==> src/logic/rasw_pkg.sv <==
// package: register map, field positions and timing of the aux sensor block
package rasw_pkg;
  // register indices; byte address is four times the index
  localparam logic [5:0] IDX_IRQ_STAT1  = 6'h03;
  localparam logic [5:0] IDX_IRQ_STAT2  = 6'h04;
  localparam logic [5:0] IDX_IRQ_EN2    = 6'h06;
  localparam logic [5:0] IDX_OP_CTRL    = 6'h07;
  localparam logic [5:0] IDX_CONV_CFG   = 6'h0f;
  localparam logic [5:0] IDX_CONV_VAL   = 6'h11;
  localparam logic [5:0] IDX_TS_CTRL    = 6'h12;
  localparam logic [5:0] IDX_TV_OFFS    = 6'h13;
  localparam logic [5:0] IDX_WT_EXP     = 6'h14;
  localparam logic [5:0] IDX_WT_MANT_HI = 6'h15;
  localparam logic [5:0] IDX_WT_MANT_LO = 6'h16;
  localparam logic [5:0] IDX_WT_VAL_HI  = 6'h17;
  localparam logic [5:0] IDX_WT_VAL_LO  = 6'h18;
  localparam logic [5:0] IDX_BAT_THR    = 6'h1a;
  localparam logic [5:0] IDX_BAT_LVL    = 6'h1b;

  // field positions
  localparam int BIT_WAKE_IRQ  = 3;    // in status 2 and enable 2
  localparam int BIT_BAT_IRQ   = 2;
  localparam int BIT_EN_BAT    = 6;    // in operating control
  localparam int BIT_EN_WAKE   = 5;
  localparam int BIT_CONV_GO   = 7;    // start / done in converter config
  localparam logic [2:0] SEL_TEMP = 3'h0;

  // reset values and low reading run length
  localparam logic [7:0] RST_TS_CTRL = 8'h20;
  localparam logic [7:0] RST_TV_OFFS = 8'h00;
  localparam logic [4:0] RST_BAT_THR = 5'h14;
  localparam logic [4:0] RST_WT_EXP  = 5'h03;
  localparam logic [2:0] LOW_RUN_NEEDED = 3'h4;

  // timing
  localparam int CLK_KHZ        = 10000;
  localparam int T_CONV_US      = 350;
  localparam int T_MEAS_US      = 250;
  localparam int T_BAT_PERIOD_MS = 1000;
  localparam int CONV_CYC = (T_CONV_US * CLK_KHZ + 999) / 1000;
  localparam int MEAS_CYC = (T_MEAS_US * CLK_KHZ + 999) / 1000;
  localparam int BAT_PERIOD_CYC = T_BAT_PERIOD_MS * CLK_KHZ;
  localparam int WT_PRE_SHIFT = 5;     // 32 slow ticks per unit

  // temperature sensor control fields
  typedef struct packed {
    logic [1:0] range;
    logic       shift_en;
    logic       trim_en;
    logic [1:0] trim;
    logic [1:0] vbg_trim;
  } rasw_ts_ctrl_s;
endpackage

==> src/logic/rasw_top.sv <==
// rasw_top: temperature readout, battery monitor and wake timer with apb
// Operation
// (RULE1) sensor powers up when selected, no enable
// (RULE2) host selects sensor, ref, range, offset, converts
// (RULE3) range field picks span and step size
// (RULE4) shift off gives absolute test mode; resets on
// (RULE5) offset enable adds offset to result
// (RULE6) trim enable drives trim into analog sensor
// (RULE7) host scales result by step plus range floor
// (RULE8) level below threshold raises enabled interrupt
// (RULE9) host reads both status registers after interrupt
// (RULE10) monitor runs only enabled; level always readable
// (RULE11) level is 5-bit code, 50 mV steps
// (RULE12) monitor powered each second for 250 us
// (RULE13) four consecutive low readings before interrupt
// (RULE14) monitor in sleep enables slow oscillator
// (RULE15) wake timer runs on slow clock, also asleep
// (RULE16) armed on sleep entry, interrupts on expiry
// (RULE17) period is 32 times mantissa times 2^exp
// (RULE18) live 16-bit count readable in two bytes
// (RULE19) start bit reads 0 busy, 1 done; 350 us
// (RULE20) wake interrupt pulls line low, starts crystal
// (RULE21) line held until status read, read clears
`timescale 1ns/1ns
module rasw_top #(
  parameter int BAT_PERIOD = rasw_pkg::BAT_PERIOD_CYC
) (
  // clock and reset
  input  wire logic        sys_clk,
  input  wire logic        reset,
  // apb slave
  input  wire logic        psel,
  input  wire logic        penable,
  input  wire logic        pwrite,
  input  wire logic [11:0] paddr,
  input  wire logic [31:0] pwdata,
  output logic      [31:0] prdata,
  output logic             pready,
  output logic             pslverr,
  // analog converter side
  input  wire logic [7:0]  conv_sample,
  input  wire logic        test_bus_temp_sel,
  output logic             conv_power,
  output logic             temp_sensor_enable,
  output logic [1:0]       thermal_range,
  output logic             thermal_shift_enable,
  output logic [1:0]       sensor_trim,
  output logic [1:0]       bandgap_trim,
  // battery monitor side
  input  wire logic [4:0]  battery_code,
  output logic             battery_monitor_power,
  // chip state and slow clock
  input  wire logic        sleep_active,
  input  wire logic        lf_tick,
  output logic             lf_osc_enable,
  output logic             xtal_enable,
  output logic             host_interrupt_n
);

  ////////////////////////////////////////////////////////////////////////
  // bus decode
  logic [5:0]  idx;          // word index
  logic        mapped;       // address hits a register
  logic        acc;          // access phase completes this edge
  logic        wr;           // register write this edge
  logic [7:0]  wd;           // write byte
  logic [7:0]  rd;           // read byte before registering

  // register state
  rasw_pkg::rasw_ts_ctrl_s ts_ff, nxt_ts;
  logic [7:0]  tvoffs_ff, nxt_tvoffs;        // digital offset
  logic [4:0]  thr_ff, nxt_thr;              // battery threshold
  logic [7:0]  irq_en_ff, nxt_irq_en;        // interrupt enables
  logic [7:0]  op_ff, nxt_op;                // operating control
  logic [2:0]  sel_ff, nxt_sel;              // converter input select
  logic [1:0]  ref_ff, nxt_ref;              // converter reference
  logic [4:0]  wexp_ff, nxt_wexp;            // wake exponent
  logic [15:0] wman_ff, nxt_wman;            // wake mantissa
  logic [7:0]  prdata_ff, nxt_prdata;
  logic        err_ff, nxt_err;

  assign idx    = paddr[7:2];
  assign acc    = psel & penable;
  assign wr     = acc & pwrite;
  assign wd     = pwdata[7:0];
  // every access completes one cycle after setup
  assign pready  = acc;
  assign pslverr = acc & err_ff;
  assign prdata  = {24'h000000, prdata_ff};

  // core state
  logic        busy_ff, nxt_busy;            // conversion in flight
  logic [11:0] ccnt_ff, nxt_ccnt;
  logic [7:0]  cval_ff, nxt_cval;
  logic [23:0] bcnt_ff, nxt_bcnt;            // battery period counter
  logic [4:0]  lvl_ff, nxt_lvl;
  logic [2:0]  run_ff, nxt_run;              // consecutive low readings
  logic        wrun_ff, nxt_wrun;            // wake timer armed
  logic        slp_ff, nxt_slp;              // sleep seen last cycle
  logic [36:0] pre_ff, nxt_pre;              // slow-tick prescaler
  logic [15:0] wtv_ff, nxt_wtv;
  logic        fbat_ff, nxt_fbat;            // pending low battery
  logic        fwak_ff, nxt_fwak;            // pending wake expiry

  ////////////////////////////////////////////////////////////////////////
  // read mux, computed in setup so data comes from a flip-flop
  always_comb begin
    mapped = 1'b1;
    rd     = 8'h00;
    if (paddr[11:8] != 4'h0 || paddr[1:0] != 2'h0) begin
      mapped = 1'b0;
    end else if (idx == rasw_pkg::IDX_IRQ_STAT1) begin
      rd = 8'h00;                            // no sources here
    end else if (idx == rasw_pkg::IDX_IRQ_STAT2) begin
      rd[rasw_pkg::BIT_WAKE_IRQ] = fwak_ff;
      rd[rasw_pkg::BIT_BAT_IRQ]  = fbat_ff;
    end else if (idx == rasw_pkg::IDX_IRQ_EN2) begin
      rd = irq_en_ff;
    end else if (idx == rasw_pkg::IDX_OP_CTRL) begin
      rd = op_ff;
    end else if (idx == rasw_pkg::IDX_CONV_CFG) begin
      rd = {~busy_ff, sel_ff, ref_ff, 2'h0}; // see (RULE19)
    end else if (idx == rasw_pkg::IDX_CONV_VAL) begin
      rd = cval_ff;
    end else if (idx == rasw_pkg::IDX_TS_CTRL) begin
      rd = ts_ff;
    end else if (idx == rasw_pkg::IDX_TV_OFFS) begin
      rd = tvoffs_ff;
    end else if (idx == rasw_pkg::IDX_WT_EXP) begin
      rd = {3'h0, wexp_ff};
    end else if (idx == rasw_pkg::IDX_WT_MANT_HI) begin
      rd = wman_ff[15:8];
    end else if (idx == rasw_pkg::IDX_WT_MANT_LO) begin
      rd = wman_ff[7:0];
    end else if (idx == rasw_pkg::IDX_WT_VAL_HI) begin
      rd = wtv_ff[15:8];                     // see (RULE18)
    end else if (idx == rasw_pkg::IDX_WT_VAL_LO) begin
      rd = wtv_ff[7:0];                      // see (RULE18)
    end else if (idx == rasw_pkg::IDX_BAT_THR) begin
      rd = {3'h0, thr_ff};
    end else if (idx == rasw_pkg::IDX_BAT_LVL) begin
      rd = {3'h0, lvl_ff};                   // see (RULE10)
    end else begin
      mapped = 1'b0;
    end
  end

  ////////////////////////////////////////////////////////////////////////
  // software registers, written at the access edge
  always_comb begin
    nxt_ts     = ts_ff;
    nxt_tvoffs = tvoffs_ff;
    nxt_thr    = thr_ff;
    nxt_irq_en = irq_en_ff;
    nxt_op     = op_ff;
    nxt_sel    = sel_ff;
    nxt_ref    = ref_ff;
    nxt_wexp   = wexp_ff;
    nxt_wman   = wman_ff;
    nxt_prdata = prdata_ff;
    nxt_err    = err_ff;
    // capture read data and error in the setup cycle
    if (psel && !penable) begin
      nxt_prdata = pwrite ? 8'h00 : rd;
      nxt_err    = ~mapped;
    end
    if (wr && mapped) begin
      if (idx == rasw_pkg::IDX_IRQ_EN2) begin
        nxt_irq_en = wd;
      end else if (idx == rasw_pkg::IDX_OP_CTRL) begin
        nxt_op = wd;
      end else if (idx == rasw_pkg::IDX_CONV_CFG) begin
        nxt_sel = wd[6:4];
        nxt_ref = wd[3:2];
      end else if (idx == rasw_pkg::IDX_TS_CTRL) begin
        nxt_ts = wd;
      end else if (idx == rasw_pkg::IDX_TV_OFFS) begin
        nxt_tvoffs = wd;
      end else if (idx == rasw_pkg::IDX_WT_EXP) begin
        nxt_wexp = wd[4:0];
      end else if (idx == rasw_pkg::IDX_WT_MANT_HI) begin
        nxt_wman[15:8] = wd;
      end else if (idx == rasw_pkg::IDX_WT_MANT_LO) begin
        nxt_wman[7:0] = wd;
      end else if (idx == rasw_pkg::IDX_BAT_THR) begin
        nxt_thr = wd[4:0];
      end
    end
  end

  always_ff @(posedge sys_clk) begin
    if (reset) begin
      ts_ff     <= rasw_pkg::RST_TS_CTRL;   // shift on, see (RULE4)
      tvoffs_ff <= rasw_pkg::RST_TV_OFFS;
      thr_ff    <= rasw_pkg::RST_BAT_THR;
      irq_en_ff <= 8'h00;
      op_ff     <= 8'h00;
      sel_ff    <= 3'h0;
      ref_ff    <= 2'h0;
      wexp_ff   <= rasw_pkg::RST_WT_EXP;
      wman_ff   <= 16'h0000;
      prdata_ff <= 8'h00;
      err_ff    <= 1'b0;
    end else begin
      ts_ff     <= nxt_ts;
      tvoffs_ff <= nxt_tvoffs;
      thr_ff    <= nxt_thr;
      irq_en_ff <= nxt_irq_en;
      op_ff     <= nxt_op;
      sel_ff    <= nxt_sel;
      ref_ff    <= nxt_ref;
      wexp_ff   <= nxt_wexp;
      wman_ff   <= nxt_wman;
      prdata_ff <= nxt_prdata;
      err_ff    <= nxt_err;
    end
  end

  ////////////////////////////////////////////////////////////////////////
  // converter, battery monitor, wake timer and pending flags
  logic        en_bat;       // monitor enabled
  logic        en_wak;       // wake timer enabled
  logic        go;           // software starts a conversion
  logic        meas_end;     // battery sample taken this cycle
  logic        wt_tick;      // one wake unit elapsed
  logic        wt_exp;       // period expired this cycle
  logic        rd_stat;      // status read completes
  logic [8:0]  sum;          // result plus offset
  logic [36:0] pre_lim;      // prescaler terminal count

  assign en_bat  = op_ff[rasw_pkg::BIT_EN_BAT];
  assign en_wak  = op_ff[rasw_pkg::BIT_EN_WAKE];
  assign go      = wr && idx == rasw_pkg::IDX_CONV_CFG && mapped
                   && wd[rasw_pkg::BIT_CONV_GO];
  assign rd_stat = acc && !pwrite && mapped
                   && (idx == rasw_pkg::IDX_IRQ_STAT1
                       || idx == rasw_pkg::IDX_IRQ_STAT2);
  // terminal count 32 * 2^exp - 1 slow ticks per unit, see (RULE17)
  assign pre_lim = (37'h1 << (6'(wexp_ff) + 6'(rasw_pkg::WT_PRE_SHIFT)))
                   - 37'h1;
  assign sum     = {1'b0, conv_sample} + {1'b0, tvoffs_ff};
  assign meas_end = en_bat && bcnt_ff == 24'(rasw_pkg::MEAS_CYC - 1);
  assign wt_tick = wrun_ff && lf_tick && pre_ff >= pre_lim;
  assign wt_exp  = wt_tick && (wtv_ff + 16'h0001) >= wman_ff;

  always_comb begin
    nxt_busy = busy_ff;
    nxt_ccnt = ccnt_ff;
    nxt_cval = cval_ff;
    nxt_bcnt = bcnt_ff;
    nxt_lvl  = lvl_ff;
    nxt_run  = run_ff;
    nxt_wrun = wrun_ff;
    nxt_slp  = sleep_active;
    nxt_pre  = pre_ff;
    nxt_wtv  = wtv_ff;
    nxt_fbat = fbat_ff;
    nxt_fwak = fwak_ff;
    // conversion lasts a fixed time, see (RULE19)
    if (go) begin
      nxt_busy = 1'b1;
      nxt_ccnt = 12'h000;
    end else if (busy_ff) begin
      if (ccnt_ff == 12'(rasw_pkg::CONV_CYC - 1)) begin
        nxt_busy = 1'b0;
        // offset saturates so a hot reading cannot wrap to cold
        if (ts_ff.shift_en) begin
          nxt_cval = sum[8] ? 8'hff : sum[7:0];  // see (RULE5)
        end else begin
          nxt_cval = conv_sample;
        end
      end else begin
        nxt_ccnt = ccnt_ff + 12'h001;
      end
    end
    // battery monitor duty cycle, see (RULE10) (RULE12)
    if (!en_bat) begin
      nxt_bcnt = 24'h000000;
      nxt_run  = 3'h0;
    end else begin
      if (bcnt_ff >= 24'(BAT_PERIOD - 1)) begin
        nxt_bcnt = 24'h000000;
      end else begin
        nxt_bcnt = bcnt_ff + 24'h000001;
      end
      if (meas_end) begin
        nxt_lvl = battery_code;              // see (RULE11)
        if (battery_code < thr_ff) begin
          if (run_ff != rasw_pkg::LOW_RUN_NEEDED) begin
            nxt_run = run_ff + 3'h1;         // see (RULE13)
          end
        end else begin
          nxt_run = 3'h0;
        end
      end
    end
    // wake timer arms on entry to sleep, see (RULE16)
    if (!en_wak) begin
      nxt_wrun = 1'b0;
      nxt_pre  = 37'h0;
      nxt_wtv  = 16'h0000;
    end else if (sleep_active && !slp_ff && !wrun_ff) begin
      nxt_wrun = 1'b1;
      nxt_pre  = 37'h0;
      nxt_wtv  = 16'h0000;
    end else if (wrun_ff && lf_tick) begin
      // counts slow ticks in and out of sleep, see (RULE15)
      if (wt_tick) begin
        nxt_pre = 37'h0;
        nxt_wtv = wt_exp ? 16'h0000 : wtv_ff + 16'h0001;
      end else begin
        nxt_pre = pre_ff + 37'h1;
      end
    end
    // read clears pending flags, a new event wins, see (RULE21)
    if (rd_stat) begin
      nxt_fbat = 1'b0;
      nxt_fwak = 1'b0;
    end
    if (meas_end && battery_code < thr_ff
        && run_ff == rasw_pkg::LOW_RUN_NEEDED - 3'h1) begin
      nxt_fbat = 1'b1;                       // see (RULE8) (RULE13)
    end
    if (wt_exp) begin
      nxt_fwak = 1'b1;                       // see (RULE16)
    end
  end

  always_ff @(posedge sys_clk) begin
    if (reset) begin
      busy_ff <= 1'b0;
      ccnt_ff <= 12'h000;
      cval_ff <= 8'h00;
      bcnt_ff <= 24'h000000;
      lvl_ff  <= 5'h00;
      run_ff  <= 3'h0;
      wrun_ff <= 1'b0;
      slp_ff  <= 1'b0;
      pre_ff  <= 37'h0;
      wtv_ff  <= 16'h0000;
      fbat_ff <= 1'b0;
      fwak_ff <= 1'b0;
    end else begin
      busy_ff <= nxt_busy;
      ccnt_ff <= nxt_ccnt;
      cval_ff <= nxt_cval;
      bcnt_ff <= nxt_bcnt;
      lvl_ff  <= nxt_lvl;
      run_ff  <= nxt_run;
      wrun_ff <= nxt_wrun;
      slp_ff  <= nxt_slp;
      pre_ff  <= nxt_pre;
      wtv_ff  <= nxt_wtv;
      fbat_ff <= nxt_fbat;
      fwak_ff <= nxt_fwak;
    end
  end

  ////////////////////////////////////////////////////////////////////////
  // outputs to the analog side and the host
  logic irq_bat;             // enabled low battery pending
  logic irq_wak;             // enabled wake expiry pending

  assign irq_bat = fbat_ff & irq_en_ff[rasw_pkg::BIT_BAT_IRQ];
  assign irq_wak = fwak_ff & irq_en_ff[rasw_pkg::BIT_WAKE_IRQ];
  assign host_interrupt_n = ~(irq_bat | irq_wak);   // see (RULE8) (RULE20)
  assign xtal_enable      = irq_wak;                // see (RULE20)
  // sensor needs no enable bit of its own, see (RULE1)
  assign temp_sensor_enable = (sel_ff == rasw_pkg::SEL_TEMP)
                              | test_bus_temp_sel;
  assign conv_power = busy_ff;
  assign thermal_range        = ts_ff.range;        // see (RULE3)
  assign thermal_shift_enable = ts_ff.shift_en;     // see (RULE4)
  assign sensor_trim  = ts_ff.trim_en ? ts_ff.trim : 2'h0;  // see (RULE6)
  assign bandgap_trim = ts_ff.vbg_trim;
  assign battery_monitor_power = en_bat
                                 && bcnt_ff < 24'(rasw_pkg::MEAS_CYC);
  // slow oscillator on for the monitor in sleep and the armed wake timer, see (RULE14) (RULE15)
  assign lf_osc_enable = (sleep_active & en_bat) | wrun_ff;

endmodule

==> config.mk <==
export PLATFORM = sky130hd
export DESIGN_NAME = rasw_top
export DESIGN_NICKNAME = d
export VERILOG_FILES = /design/src/logic/rasw_pkg.sv /design/src/logic/rasw_top.sv
export SDC_FILE = /design/constraint.sdc
export NUM_CORES = 1
export LEC_CHECK = 0
export BUFFER_PORTS_ARGS = -buffer_cell sky130_fd_sc_hd__buf_2
export CORE_MARGIN = 2
export CORE_UTILIZATION = 40
export CTS_CLUSTER_SIZE = 10
export DETAILED_ROUTE_END_ITERATION = 10
export SYNTH_ARGS = -nofsm -noshare
export SYNTH_HDL_FRONTEND = slang
export SYNTH_SLANG_ARGS = --single-unit
==> constraint.sdc <==
create_clock -name sys_clk -period 3.97 [get_ports sys_clk]
set_clock_uncertainty 0.2 [all_clocks]
set_input_delay 0.397 -clock sys_clk [delete_from_list [all_inputs] [get_ports sys_clk]]
set_output_delay 0.397 -clock sys_clk [all_outputs]
set_load 0.01 [all_outputs]
==> impl_metrics.py <==
metrics = {
    "power_and_ir_drop": {
        "p_total_w": 0.00377,
        "p_sw_w": 0.00102,
        "ir_drop_v": 0.000251,
        "comb_power_share_pct": 4.6,
        "pwr_density_cell_mw_per_mm2": 309,
        "seqPwrFrac_pct": 48.4,
        "p_sw_share_pct": 27.1,
        "p_int_w": 0.00275,
        "p_clk_share_pct": 47.0,
        "power_leakage_nw": 5.11,
    },
    "worst_setup_path": {
        "critPathLaunchType": "flop",
        "critPathMaxFanout": 37,
        "worstPathArrival_ns": 3.74,
        "path_class": "flop to flop",
        "cp.required_ns": 4.08,
        "critPathCaptureType": "flop",
    },
    "clock_tree": {
        "clock_path_buffers": 2,
        "clk_pin_slew_ns": 0.08,
        "postCtsHoldBufs": 0,
        "cts_sinks": 182,
        "cts_root_buf": "clkbuf_16",
        "clock_latency_ns": 0.44,
        "cts_max_level": 4,
        "tritoncts": "yes",
        "cts_buffers": 17,
    },
    "routing": {
        "wl_per_cell_um": 16.0,
        "drt_iter0_drc": 596,
        "ant_nets": 0,
        "dr.pass1.iters": 5,
        "via_per_inst": 5.40,
        "drt-total-wl_um": 28400,
        "drc_errors": 0,
        "vias": 9561,
    },
    "floorplanning": {
        "start_util_pct": 40.7,
        "dieArea_sq_mm": 0.0287,
        "core_sq_mm": 0.0270,
        "rows": 60,
        "die_height_um": 170,
        "ioPinCount": 112,
        "chipWidth_um": 170,
    },
    "layout": {
        "layout-drive-gt1-share_pct": 10.0,
        "stdcell_count": 1770,
        "multi_input_area_sq_mm": 0.00680,
        "area_growth_pct": 11.5,
        "utilization_pct": 45.3,
        "insertedDiodeCount": 0,
        "fillerInstances": 2696,
        "fin_nets": 1555,
        "regArea_sq_mm": 0.00365,
        "final_area_sq_mm": 0.0122,
    },
    "sta": {
        "max_freq_mhz": 276,
        "slew_headroom_pct": 49.8,
        "fin_setup_tns_ns": 0,
        "setup_viol": 0,
        "finalCriticalPeriod_ns": 3.63,
        "grt_setup_unrepaired": "no",
        "period_share_pct": 91.4,
        "slew_viol_final": 0,
        "hold_violations": 0,
        "max_slew.worst_pin.slew_ns": 0.753,
    },
    "placed_design": {
        "io_buffer_count": 63,
        "dp.cells": 1738,
        "dpl_cell_area_sq_mm": 0.0116,
        "finalWeightedCongestion": 0.932,
        "dp_hpwl_um": 21200,
    },
    "grt": {
        "grt_pass1_vias": 9014,
        "antenna_found_initial": 0,
        "grt-ovfl-total": 0,
        "grt_first_pass_wirelength_um": 46000,
        "grt_max_degree": 48,
        "global_route.usage.total_pct": 20.0,
    },
    "synth": {
        "synth.distinct_cells": 67,
        "async_flop_share_pct": 0,
        "ys_ff_latch": 182,
        "ys_warn_count": 0,
        "syn_area_sq_mm": 0.0110,
        "synthTopCellsByArea": "dfxtp_1 (33%), ha_1 (8.3%), nor2_1 (6.9%), mux2i_1 (6.8%), nand2_1 (4.9%)",
        "seq_area_frac_synth_pct": 33.2,
        "synthFlopType": "dfxtp_1",
        "synth.top_cell.area_share_pct": 33.2,
        "syn_avg_cell_area_sq_um": 7.98,
        "synth_area_leader_cell": "dfxtp_1",
        "synthCells": 1373,
        "synth_edf_count": 0,
    },
    "job": {
        "maxCapViolCount": 0,
    },
    "worst_hold_path": {
        "min_path_type": "input pin to flop",
    },
    "outcome": {
        "status": "complete, no violations",
    },
}
==> through the flow <==
stage               worst slack, ns  hold slack [ns]
global route                 0.0259           0.0347
finish                        0.341           0.0241
CTS                           0.272           0.0132
floorplan                     0.308            0.230
global placement              0.340            0.244
detailed placement            0.301            0.249
==> area by class of cell <==
type	count	share of cell area [%]
multi-input cells	1079	55.7
repair buffers	90	4.34
flip-flops and latches	182	29.8
clock buffers	17	3.48
well taps	341	3.49
inverters	46	1.41
clock inverters	15	1.77
==> Yosys cell counts, types with 7 or more instances <==
library cell and n:
nor4_1 9, nand3_1 49, a21boi_0 7, or3_1 11, nand2_1 142, o31ai_1 7, clkbuf_1 54, nor2b_1 13
ha_1 73, a22oi_1 10, a21o_1 14, inv_1 46, a31oi_1 9, xor2_1 48, buf_4 29, and3_1 23
xnor2_1 35, mux2i_1 75, and2_1 18, o21ai_0 60, nor3_1 20, dfxtp_1 182, nand2b_1 20, a21oi_1 75
nand4_1 23, nor2_1 201, o22ai_1 22, o21a_1 11
==> cells in the final DEF (no fill, tap or decap), types with 13 or more instances in the layout <==
cell and instances:
nor2_1 201, dfxtp_1 180, nand2_1 142, a21oi_1 75
mux2i_1 75, ha_1 73, buf_2 63, o21ai_0 60
nand3_1 49, xor2_1 48, inv_1 46, xnor2_1 35
conb_1 28, buf_4 26, and3_1 23, nand4_1 23
o22ai_1 22, nand2b_1 20, nor3_1 19, and2_1 18
clkbuf_16 17, a21o_1 14, nor2b_1 13
==> sequential cells by signal (all words and copies together) (netlist names), 2 cells and up <==
name / cells
wtv_ff: 16
irq_en_ff: 8
ts_ff: 3
bcnt_ff: 24
ref_ff: 2
run_ff: 3
prdata_ff: 8
thr_ff: 5
op_ff: 8
thermal_range: 2
ccnt_ff: 12
wman_ff: 16
tvoffs_ff: 8
sel_ff: 3
cval_ff: 8
lvl_ff: 5
bandgap_trim: 2
pre_ff: 37
wexp_ff: 5
==> what timing repair did <==
item / in CTS / in global routing
endpoints found under the setup margin: 0 / 45
resized for setup: 0 / 4
setup buffers: 0 / 0
==> layer usage <==
layer	wire length (um)	vias to the layer above	track usage [%]
met5	0	-	0
met4	675	0	6.80
met3	1140	39	3.03
met2	12700	207	32.2
met1	13900	4474	27.5
li1	-	4841	-
==> final timing paths <==
check                            startpoint                        end  slack [ns]  cells past startpoint
setup / recovery    wexp_ff[1]$_SDFFE_PP1P_    pre_ff[14]$_SDFFE_PP0P_        0.34                     13
hold / removal                 sleep_active          slp_ff$_SDFF_PP0_        0.02                      2
setup reg to reg    wexp_ff[1]$_SDFFE_PP1P_    pre_ff[14]$_SDFFE_PP0P_        0.34                     13
hold reg to reg   prdata_ff[2]$_SDFFE_PP0P_  prdata_ff[2]$_SDFFE_PP0P_        0.26                      2
==> power groups by stage <==
stage | Combinational (W) | Clock (W) | Sequential (W)
detailed placement | 0.000171 | 0 | 0.00187
global route | 0.000191 | 0.00189 | 0.00183
CTS | 0.000172 | 0.00181 | 0.00182
global placement | 0.000169 | 0 | 0.00187
floorplan | 0.000124 | 0 | 0.00187
finish | 0.000175 | 0.00177 | 0.00182
==> cells by family (layout without fill, tap and decap cells) <==
kind of cell	Yosys count	in the layout	synth area share (%)
and+or+nand+nor	555	555	23.7
AOI/OAI and AO/OA	261	261	14.9
DFF	182	182	33.2
buffers and inverters	138	168	5.76
xor gates and xnor gates	83	83	6.63
muxes	78	78	7.16
adders and majority gates	74	74	8.52
other	2	28	0.0685
==> worst max-delay path, stage by stage (launching register included) <==
cell,delay (ns)
dfxtp_1,0.59
buf_4,0.23
and2_1,0.17
o31ai_1,0.11
ha_1,0.34
nand4_1,0.14
nor3_1,0.38
nand4_1,0.12
o21ai_0,0.28
o21ai_1,0.13
buf_4,0.20
o21ai_2,0.10
buf_4,0.36
nor2_1,0.10
No activity file was read; power rests on OpenSTA's default activity.
